## src/relay_line_consts.vh

```
// Constants for the relay terminal line controller.
`ifndef RELAY_LINE_CONSTS_VH
`define RELAY_LINE_CONSTS_VH
`define CLK_MHZ            100
`define TIMEOUT_SEC        10
`define TIMEOUT_CYCLES     (`TIMEOUT_SEC * `CLK_MHZ * 1000000)
`define REG_CTRL           4'h0
`define REG_STATUS         4'h1
`define REG_IRQ_STAT       4'h2
`define REG_IRQ_MASK       4'h3
`define REG_DATA           4'h4
`define REG_LINES          4'h5
`define CTRL_READ_BIT      0
`define CTRL_WCTL_BIT      1
`define CTRL_DEV_LSB       4
`define CTRL_ABORT_BIT     8
`define DEV_DATA_MODE      2'h0
`define DEV_ACK            2'h1
`define DEV_NAK            2'h2
`define DEV_ATTEND         2'h3
`define IRQ_SREQ_BIT       0
`define IRQ_CHAR_BIT       1
`define IRQ_DONE_BIT       2
`define IRQ_ERR_BIT        3
`define CHAR_DEPTH_LOG2    4
`endif

```

## src/char_store.v

```verilog
// Small character memory with registered read data.
`default_nettype none
module char_store (
  input  wire       clk,
  input  wire       we,
  input  wire [3:0] waddr,
  input  wire [6:0] wdata,
  input  wire [3:0] raddr,
  output reg  [6:0] rdata
);
  reg [6:0] mem [0:15];

  always @(posedge clk) begin
    if (we) begin
      mem[waddr] <= wdata;
    end
    rdata <= mem[raddr];
  end
endmodule // char_store
`default_nettype wire

```

## src/relay_line_ctrl.v

```verilog
// Channel controller for a shared cable of relay data transmitters.
// Overview of operation
// - Talk with exactly one transmitter at a time; never take two concurrently.
// - Check each received character for odd parity; record error status on failure.
// - Send a releasing reply outside attendance mode; none in attendance mode.
// - Host command sets attendance for all; first character may mark one transaction.
// - Each outgoing control line comes from its own flip-flop.
// - A falling edge on the service-request line is a service request.
// - Attendance line high in attendance mode, low in data mode.
// - Negative reply clears the negative line; positive reply sets the positive line.
// - Transmitter uses the line only while enable is asserted.
// - Report request to host, wait for read instruction, then assert enable.
// - Drop enable drive when data arrives, then watch enable for the end drop.
// - Data inputs are inverted: energised line reads as zero.
// - Control write device 0 data mode, 1 ack, 2 nak, 3 attendance.
// - End read on second drop in attendance mode, first drop in data mode.
// - Ten-second timer from read start; expiry sets error and ends transfer.
//
// Decided for this implementation: the register addresses and register access over Avalon-MM.
`default_nettype none
`include "relay_line_consts.vh"
module relay_line_ctrl #(
  parameter [31:0] TIMEOUT_CYC = `TIMEOUT_CYCLES
) (
  input  wire        clk,
  input  wire        rstn,
  input  wire [3:0]  avs_address,
  input  wire        avs_read,
  input  wire        avs_write,
  input  wire [31:0] avs_writedata,
  output reg  [31:0] avs_readdata,
  output wire        avs_waitrequest,
  output wire        irq,
  input  wire        sreq_line_in,
  input  wire        enable_line_in,
  input  wire [6:0]  data_lines_n,
  input  wire        data_strobe,
  output reg         attend_line_q,
  output reg         nak_line_q,
  output reg         ack_line_q,
  output reg         enable_line_q
);
  localparam [1:0] ST_IDLE  = 2'h0;
  localparam [1:0] ST_GRANT = 2'h1;
  localparam [1:0] ST_RECV  = 2'h2;

  ////////////////////////////////////////////////////////////////////////////
  reg        sreq_s1_q, sreq_s2_q, sreq_s3_q;
  reg        en_s1_q, en_s2_q, en_s3_q;
  reg        stb_s1_q, stb_s2_q, stb_s3_q;
  reg [6:0]  data_s1_q, data_s2_q;
  reg [1:0]  state_q;
  reg        busy_q;
  reg        error_q;
  reg        txn_attend_q;
  reg        first_char_q;
  reg [1:0]  line_drop_counter;
  reg [31:0] timer_q;
  reg [3:0]  irq_stat_q;
  reg [3:0]  irq_mask_q;
  reg [3:0]  wr_ptr_q;
  reg [3:0]  rd_ptr_q;
  reg [4:0]  count_q;
  reg        rd_pend_q;
  wire [6:0] mem_rdata;
  wire [6:0] rx_char;
  wire       sreq_fall;
  wire       en_fall;
  wire       char_in;
  wire       bus_wr;
  wire       bus_rd;
  wire       parity_ok;
  wire       attend_now;
  wire       pop;

  function odd_parity;
    input [6:0] c;
    begin
      odd_parity = ^c;
    end
  endfunction

  function sel;
    input [3:0] a;
    input [3:0] reg_id;
    begin
      sel = (a == reg_id);
    end
  endfunction

  ////////////////////////////////////////////////////////////////////////////
  // Every cable input passes two flops before use.
  always @(posedge clk or negedge rstn) begin
    if (!rstn) begin
      sreq_s1_q <= 1'b1;
      sreq_s2_q <= 1'b1;
      sreq_s3_q <= 1'b1;
      en_s1_q   <= 1'b0;
      en_s2_q   <= 1'b0;
      en_s3_q   <= 1'b0;
      stb_s1_q  <= 1'b0;
      stb_s2_q  <= 1'b0;
      stb_s3_q  <= 1'b0;
      data_s1_q <= 7'h7F;
      data_s2_q <= 7'h7F;
    end else begin
      sreq_s1_q <= sreq_line_in;
      sreq_s2_q <= sreq_s1_q;
      sreq_s3_q <= sreq_s2_q;
      en_s1_q   <= enable_line_in;
      en_s2_q   <= en_s1_q;
      en_s3_q   <= en_s2_q;
      stb_s1_q  <= data_strobe;
      stb_s2_q  <= stb_s1_q;
      stb_s3_q  <= stb_s2_q;
      data_s1_q <= data_lines_n;
      data_s2_q <= data_s1_q;
    end
  end

  assign sreq_fall = sreq_s3_q & ~sreq_s2_q;
  assign en_fall   = en_s3_q & ~en_s2_q;
  assign rx_char   = ~data_s2_q;
  // Only the one granted transmitter can be heard, and only while granting or receiving.
  assign char_in   = stb_s2_q & ~stb_s3_q & ((state_q == ST_GRANT) | (state_q == ST_RECV));
  assign parity_ok = odd_parity(rx_char);

  ////////////////////////////////////////////////////////////////////////////
  // Register bus: writes complete at once, reads take one wait cycle.
  assign bus_wr          = avs_write;
  assign bus_rd          = avs_read & rd_pend_q;
  assign avs_waitrequest = avs_read & ~rd_pend_q;
  assign pop             = bus_rd & sel(avs_address, `REG_DATA) & (count_q != 5'h00);
  // The first character selects attendance for just this transaction.
  assign attend_now      = attend_line_q | txn_attend_q;
  assign irq             = |(irq_stat_q & irq_mask_q);

  always @(posedge clk or negedge rstn) begin
    if (!rstn) begin
      rd_pend_q    <= 1'b0;
      avs_readdata <= 32'h0000_0000;
    end else begin
      rd_pend_q <= avs_read & ~rd_pend_q;
      if (avs_read & ~rd_pend_q) begin
        case (avs_address)
          `REG_STATUS:   avs_readdata <= {22'h0, count_q, error_q, busy_q, state_q, 1'b0};
          `REG_DATA:     avs_readdata <= {24'h0, (count_q != 5'h00), mem_rdata};
          `REG_IRQ_STAT: avs_readdata <= {28'h0, irq_stat_q};
          `REG_IRQ_MASK: avs_readdata <= {28'h0, irq_mask_q};
          `REG_LINES:    avs_readdata <= {27'h0, enable_line_q, ack_line_q, nak_line_q,
                                          attend_line_q, txn_attend_q};
          default:       avs_readdata <= 32'h0000_0000;
        endcase
      end
    end
  end

  ////////////////////////////////////////////////////////////////////////////
  // Character store, pointers and occupancy.
  char_store u_store (
    .clk   (clk),
    .we    (char_in & (count_q != 5'h10)),
    .waddr (wr_ptr_q),
    .wdata (rx_char),
    .raddr (rd_ptr_q),
    .rdata (mem_rdata)
  );

  always @(posedge clk or negedge rstn) begin
    if (!rstn) begin
      wr_ptr_q <= 4'h0;
      rd_ptr_q <= 4'h0;
      count_q  <= 5'h00;
    end else begin
      if (char_in & (count_q != 5'h10)) begin
        wr_ptr_q <= wr_ptr_q + 4'h1;
      end
      if (pop) begin
        rd_ptr_q <= rd_ptr_q + 4'h1;
      end
      if ((char_in & (count_q != 5'h10)) & ~pop) begin
        count_q <= count_q + 5'h01;
      end else if (pop & ~(char_in & (count_q != 5'h10))) begin
        count_q <= count_q - 5'h01;
      end
    end
  end

  ////////////////////////////////////////////////////////////////////////////
  // Transaction sequence and control-line flip-flops.
  always @(posedge clk or negedge rstn) begin
    if (!rstn) begin
      state_q           <= ST_IDLE;
      busy_q            <= 1'b0;
      error_q           <= 1'b0;
      txn_attend_q      <= 1'b0;
      first_char_q      <= 1'b0;
      line_drop_counter <= 2'h0;
      timer_q           <= 32'h0000_0000;
      attend_line_q     <= 1'b0;
      nak_line_q        <= 1'b0;
      ack_line_q        <= 1'b0;
      enable_line_q     <= 1'b0;
    end else begin
      if (bus_wr & sel(avs_address, `REG_CTRL) & avs_writedata[`CTRL_WCTL_BIT]) begin
        case (avs_writedata[`CTRL_DEV_LSB +: 2])
          `DEV_DATA_MODE: attend_line_q <= 1'b0;
          `DEV_ACK:       ack_line_q    <= 1'b1;
          `DEV_NAK:       nak_line_q    <= 1'b0;
          `DEV_ATTEND:    attend_line_q <= 1'b1;
          default:        attend_line_q <= attend_line_q;
        endcase
      end
      // The first character may arrive while still granting, so it is handled here.
      if (char_in) begin
        first_char_q <= 1'b0;
        if (!parity_ok) begin
          error_q <= 1'b1;
        end
        if (first_char_q) begin
          txn_attend_q <= rx_char[6];
        end
      end
      case (state_q)
        ST_IDLE: begin
          if (bus_wr & sel(avs_address, `REG_CTRL) & avs_writedata[`CTRL_READ_BIT]) begin
            // Reply lines return to rest for the new transaction.
            ack_line_q        <= 1'b0;
            nak_line_q        <= 1'b1;
            enable_line_q     <= 1'b1;
            busy_q            <= 1'b1;
            error_q           <= 1'b0;
            txn_attend_q      <= 1'b0;
            first_char_q      <= 1'b1;
            line_drop_counter <= 2'h0;
            timer_q           <= TIMEOUT_CYC;
            state_q           <= ST_GRANT;
          end
        end
        ST_GRANT: begin
          timer_q <= timer_q - 32'h0000_0001;
          if (char_in | stb_s2_q) begin
            enable_line_q <= 1'b0;
            state_q       <= ST_RECV;
          end else if (timer_q == 32'h0000_0001) begin
            enable_line_q <= 1'b0;
            error_q       <= 1'b1;
            busy_q        <= 1'b0;
            state_q       <= ST_IDLE;
          end
        end
        ST_RECV: begin
          timer_q <= timer_q - 32'h0000_0001;
          enable_line_q <= 1'b0;
          if (timer_q == 32'h0000_0001) begin
            error_q           <= 1'b1;
            busy_q            <= 1'b0;
            line_drop_counter <= 2'h0;
            state_q           <= ST_IDLE;
          end else if (en_fall) begin
            if (!attend_now || line_drop_counter == 2'h1) begin
              line_drop_counter <= 2'h0;
              busy_q            <= 1'b0;
              state_q           <= ST_IDLE;
            end else begin
              line_drop_counter <= line_drop_counter + 2'h1;
            end
          end
        end
        default: begin
          state_q <= ST_IDLE;
        end
      endcase
      if (bus_wr & sel(avs_address, `REG_CTRL) & avs_writedata[`CTRL_ABORT_BIT]) begin
        enable_line_q <= 1'b0;
        busy_q        <= 1'b0;
        state_q       <= ST_IDLE;
      end
    end
  end

  ////////////////////////////////////////////////////////////////////////////
  // Sticky events: set wins over a write-one clear in the same cycle.
  always @(posedge clk or negedge rstn) begin
    if (!rstn) begin
      irq_stat_q <= 4'h0;
      irq_mask_q <= 4'h0;
    end else begin
      if (bus_wr & sel(avs_address, `REG_IRQ_MASK)) begin
        irq_mask_q <= avs_writedata[3:0];
      end
      irq_stat_q <= (irq_stat_q &
                     ~((bus_wr & sel(avs_address, `REG_IRQ_STAT)) ? avs_writedata[3:0] : 4'h0))
                    | {(char_in & ~parity_ok) | (busy_q & (timer_q == 32'h0000_0001)),
                       busy_q & ~busy_n_q_unused(state_q),
                       char_in,
                       sreq_fall & (state_q == ST_IDLE)};
    end
  end

  function busy_n_q_unused;
    input [1:0] s;
    begin
      busy_n_q_unused = (s != ST_IDLE);
    end
  endfunction
endmodule // relay_line_ctrl
`default_nettype wire

```

## config.mk

```make
export PLATFORM = sky130hd
export DESIGN_NAME = relay_line_ctrl
export DESIGN_NICKNAME = d
export VERILOG_FILES = /design/src/char_store.v /design/src/relay_line_ctrl.v
export VERILOG_INCLUDE_DIRS = /design/src
export SDC_FILE = /design/constraint.sdc
export NUM_CORES = 1
export LEC_CHECK = 0
export BUFFER_PORTS_ARGS = -buffer_cell sky130_fd_sc_hd__buf_4
export CAP_MARGIN = 30
export CORE_ASPECT_RATIO = 0.8
export CORE_UTILIZATION = 40
export CTS_CLUSTER_DIAMETER = 120
export CTS_CLUSTER_SIZE = 8
export DETAILED_ROUTE_END_ITERATION = 7
export SLEW_MARGIN = 20
export SYNTH_ARGS = -nofsm -noshare
export SYNTH_HDL_FRONTEND = slang
export SYNTH_SLANG_ARGS = --single-unit
```

## constraint.sdc

```tcl
create_clock -name clk -period 3.83 [get_ports clk]
set_input_delay 0.1915 -clock clk [delete_from_list [all_inputs] [get_ports clk]]
set_output_delay 0.1915 -clock clk [all_outputs]
set_load 0.01 [all_outputs]
```

==> impl_metrics.tcl <==
set metrics [dict create \
    outcome "finished, final reports clean" \
    setup_viol 0 \
    die-width_um 174.1 \
    grt_usage_pct 17.36 \
    cts-root-buf "clkbuf_16" \
    antenna_left 0 \
    avgSynthCellArea_um2 14.23 \
    via_per_inst 5.324 \
    worstRegToRegCells 13 \
    routed_wl_um 20370 \
    most-common-layout-cells "edfxtp_1 (112), dfrtp_1 (81), nand2_1 (54)" \
    hold_viol_final 0 \
    firstDrtPassIters 5 \
    synth.ff_latch_count 218 \
    initial_core_util_pct 41.43 \
    slew_violations 0 \
    async_flop_share_pct 45.41 \
    yosysWarnings 0 \
    critPathArrivalTime_ps 3490 \
    min_path_cells 3 \
    grt_pass1_wl_um 32830 \
    reg2reg_from "state_q[0]$_DFFE_PN0P_" \
    synth-compound-area-share_pct 5.269 \
    numCtsBuffers 31 \
    dp_worst_setup_slack_ps 787.5 \
    min_period_ps 3086 \
    place_area_um2 10020 \
    final_common_cell "edfxtp_1" \
    clock_path_buffers 3 \
    worst_slack_ps 744.4 \
    wire_per_inst_um 19.00 \
    die_area_um2 24310 \
    cts_tree "yes" \
    syn_to_final_growth_pct 17.22 \
    r2r-end "count_q[4]$_DFFE_PN0P_" \
    synth_mux_area_share_pct 9.826 \
    setup_tns_ps 0 \
    rrSetupSlack_ps 740 \
    syn_inst 666 \
    cp_data_required_time_ps 4230 \
    grt_max_degree 77 \
    h-tree-depth 1 \
    synthSimpleGateAreaFrac_pct 11.28 \
    placementRows 49 \
    grt_pass1_vias 5724 \
    slew-limit-headroom_pct 37.23 \
    antenna_found_initial 1 \
    ys_seq_area_share_pct 63.35 \
    drc_errors 0 \
    fin_crit_sh_pct 80.56 \
    final_area_um2 11110 \
    synth-edff-count 112 \
    holdCritStartpoint "avs_writedata[5]" \
    grt_remaining_overflow 0 \
    stdcell_count 1072 \
    p_per_area_nw_per_um2 617.1 \
    fin_nets 810 \
    portBuffers 40 \
    fmax_mhz 324.1 \
    whs_ps 78.56 \
    vias 5707 \
    synth_cell_type_count 65 \
    cts-resized-gates 0 \
    synth-main-ff-cell "edfxtp_1" \
    path_clk_slew_ps 60 \
    synth_area_um2 9474 \
    dpl.hpwl_um 13890 \
    timing.setup.critical_path_class "flop to flop" \
    post_synth_xor_area_fraction_pct 3.896 \
    core_region_area_um2 22870 \
    synth_top_family_by_area "simple AND/OR/NAND/NOR gates" \
    worst_slew_pin_slew_ps 941.6 \
    clock_sinks 218 \
    hold_end "attend_line_q$_DFFE_PN0P_" \
    crit_path_start_kind "flop" \
    die_h_um 139.7 \
    worstSetupEndpointType "flop" \
    cap_violations 0 \
    hold_path_class "primary input to flop" \
    drt_first_iter_violations 500 \
    startpoint "state_q[0]$_DFFE_PN0P_" \
    pin_count 88 \
    critPathMaxFanout 13 \
    power.leakage_nw 4.156 \
    synthAdderAreaFrac_pct 2.721 \
    gp_congestion 0.8510 \
    fin_skew_ps 18.02 \
    rsz0062_at_grt "false" \
    drive_above_1_share_pct 20.13 \
    place_inst 995 \
    insertion_delay_ps 540 \
    ir_drop_mv 0.3364 \
]
what timing repair did:
| action | 4_1_cts | 5_1_grt |
|---|---|---|
| setup buffers | 0 | 0 |
| hold endpoints to repair | 80 | 0 |
| hold buffers | 17 | 0 |
cells by family (layout without fill, tap and decap cells):
family / Yosys count / in the layout
xor gates and xnor gates: 39 / 39
AOI/OAI and AO/OA: 74 / 74
muxes: 48 / 48
DFF: 218 / 218
buffers and inverters: 65 / 143
and+or+nand+nor: 201 / 201
adders and majority gates: 20 / 20
other: 1 / 23
cells in the mapped netlist, types with 3 or more instances:
cell type,number,area (um2)
inv_1,21,78.83
nand2b_1,9,56.30
and4_1,4,35.03
mux4_2,35,788.3
nand4_1,10,62.56
or4_4,3,33.78
or3_1,8,50.05
nor3_1,8,40.04
and2_1,12,75.07
a21o_1,5,37.54
a22oi_1,6,45.04
ha_1,19,237.7
or4_1,3,22.52
a21oi_1,11,55.05
and3_1,4,25.02
o31ai_1,3,22.52
nor4_1,14,87.58
nand3_1,9,45.04
mux2_2,10,112.6
dfrtp_1,82,2052
o21ai_0,24,120.1
a222oi_1,3,30.03
buf_4,22,165.2
edfxtp_1,112,3363
xor2_1,9,78.83
a22o_1,6,52.55
xnor2_1,28,245.2
dfxtp_1,7,140.1
nor2b_1,6,37.54
nand2_1,54,202.7
a32o_1,3,30.03
mux2i_1,3,30.03
nor4b_1,3,26.28
buf_1,5,18.77
nor2_1,40,150.1
clkbuf_1,14,52.55
dfstp_2,17,446.7
critical path, stage by stage, from the launching register on:
cell and delay, ps:
dfrtp_1 380, inv_1 120, ha_1 510, nand3b_1 170
a21oi_1 160, buf_4 200, ha_1 190, inv_1 100
fa_1 420, a21o_1 170, a21oi_1 170, xnor2_1 150
nor2_1 70, xor2_1 140
stage by stage:
step	total power, mW	utilization [%]
6_report	6.853	48.56
5_1_grt	7.191	48.56
4_1_cts	6.906	48.43
3_5_place_dp	4.415	43.81
3_3_place_gp	4.360	43.81
2_1_floorplan	3.959	-
cell type report:
cell class | instances | area, um2
flip-flops and latches | 218 | 6003
multi-input cells | 404 | 3208
inverters | 21 | 78.83
fillers | 1978 | 11760
diodes | 1 | 2.502
clock inverters | 2 | 17.52
repair buffers | 64 | 543.0
well taps | 306 | 382.9
clock buffers | 56 | 869.6
how the worst max path moves through the flow:
| stage | to | slack, ps |
|---|---|---|
| floorplan | count_q[4]$_DFFE_PN0P_ | 820 |
| global placement | count_q[4]$_DFFE_PN0P_ | 840 |
| detailed placement | count_q[4]$_DFFE_PN0P_ | 790 |
| CTS | count_q[4]$_DFFE_PN0P_ | 730 |
| global route | count_q[4]$_DFFE_PN0P_ | 490 |
| finish | count_q[4]$_DFFE_PN0P_ | 740 |
where the power goes:
group          total, mW  switching [mW]  internal (mW)
combinational       1.34           0.674          0.661
clock               2.46           0.949           1.51
sequential          3.06           0.304           2.76
total               6.85            1.93           4.93
state kept, by name, summed over array words and instances, names as in the netlist, 5 cells and up:
signal         flops
timer_q           32
data_s1_q          7
avs_readdata      10
data_s2_q          7
count_q            5
u_store.mem      112
u_store.rdata      7
metal layers:
layer / GRT usage [%] / wire, um
met1: 26.65 / 9782
met2: 25.79 / 9171
met3: 2.705 / 1002
met4: 4.109 / 411
met5: 0 / 0
(Power assumes the default switching activity.)
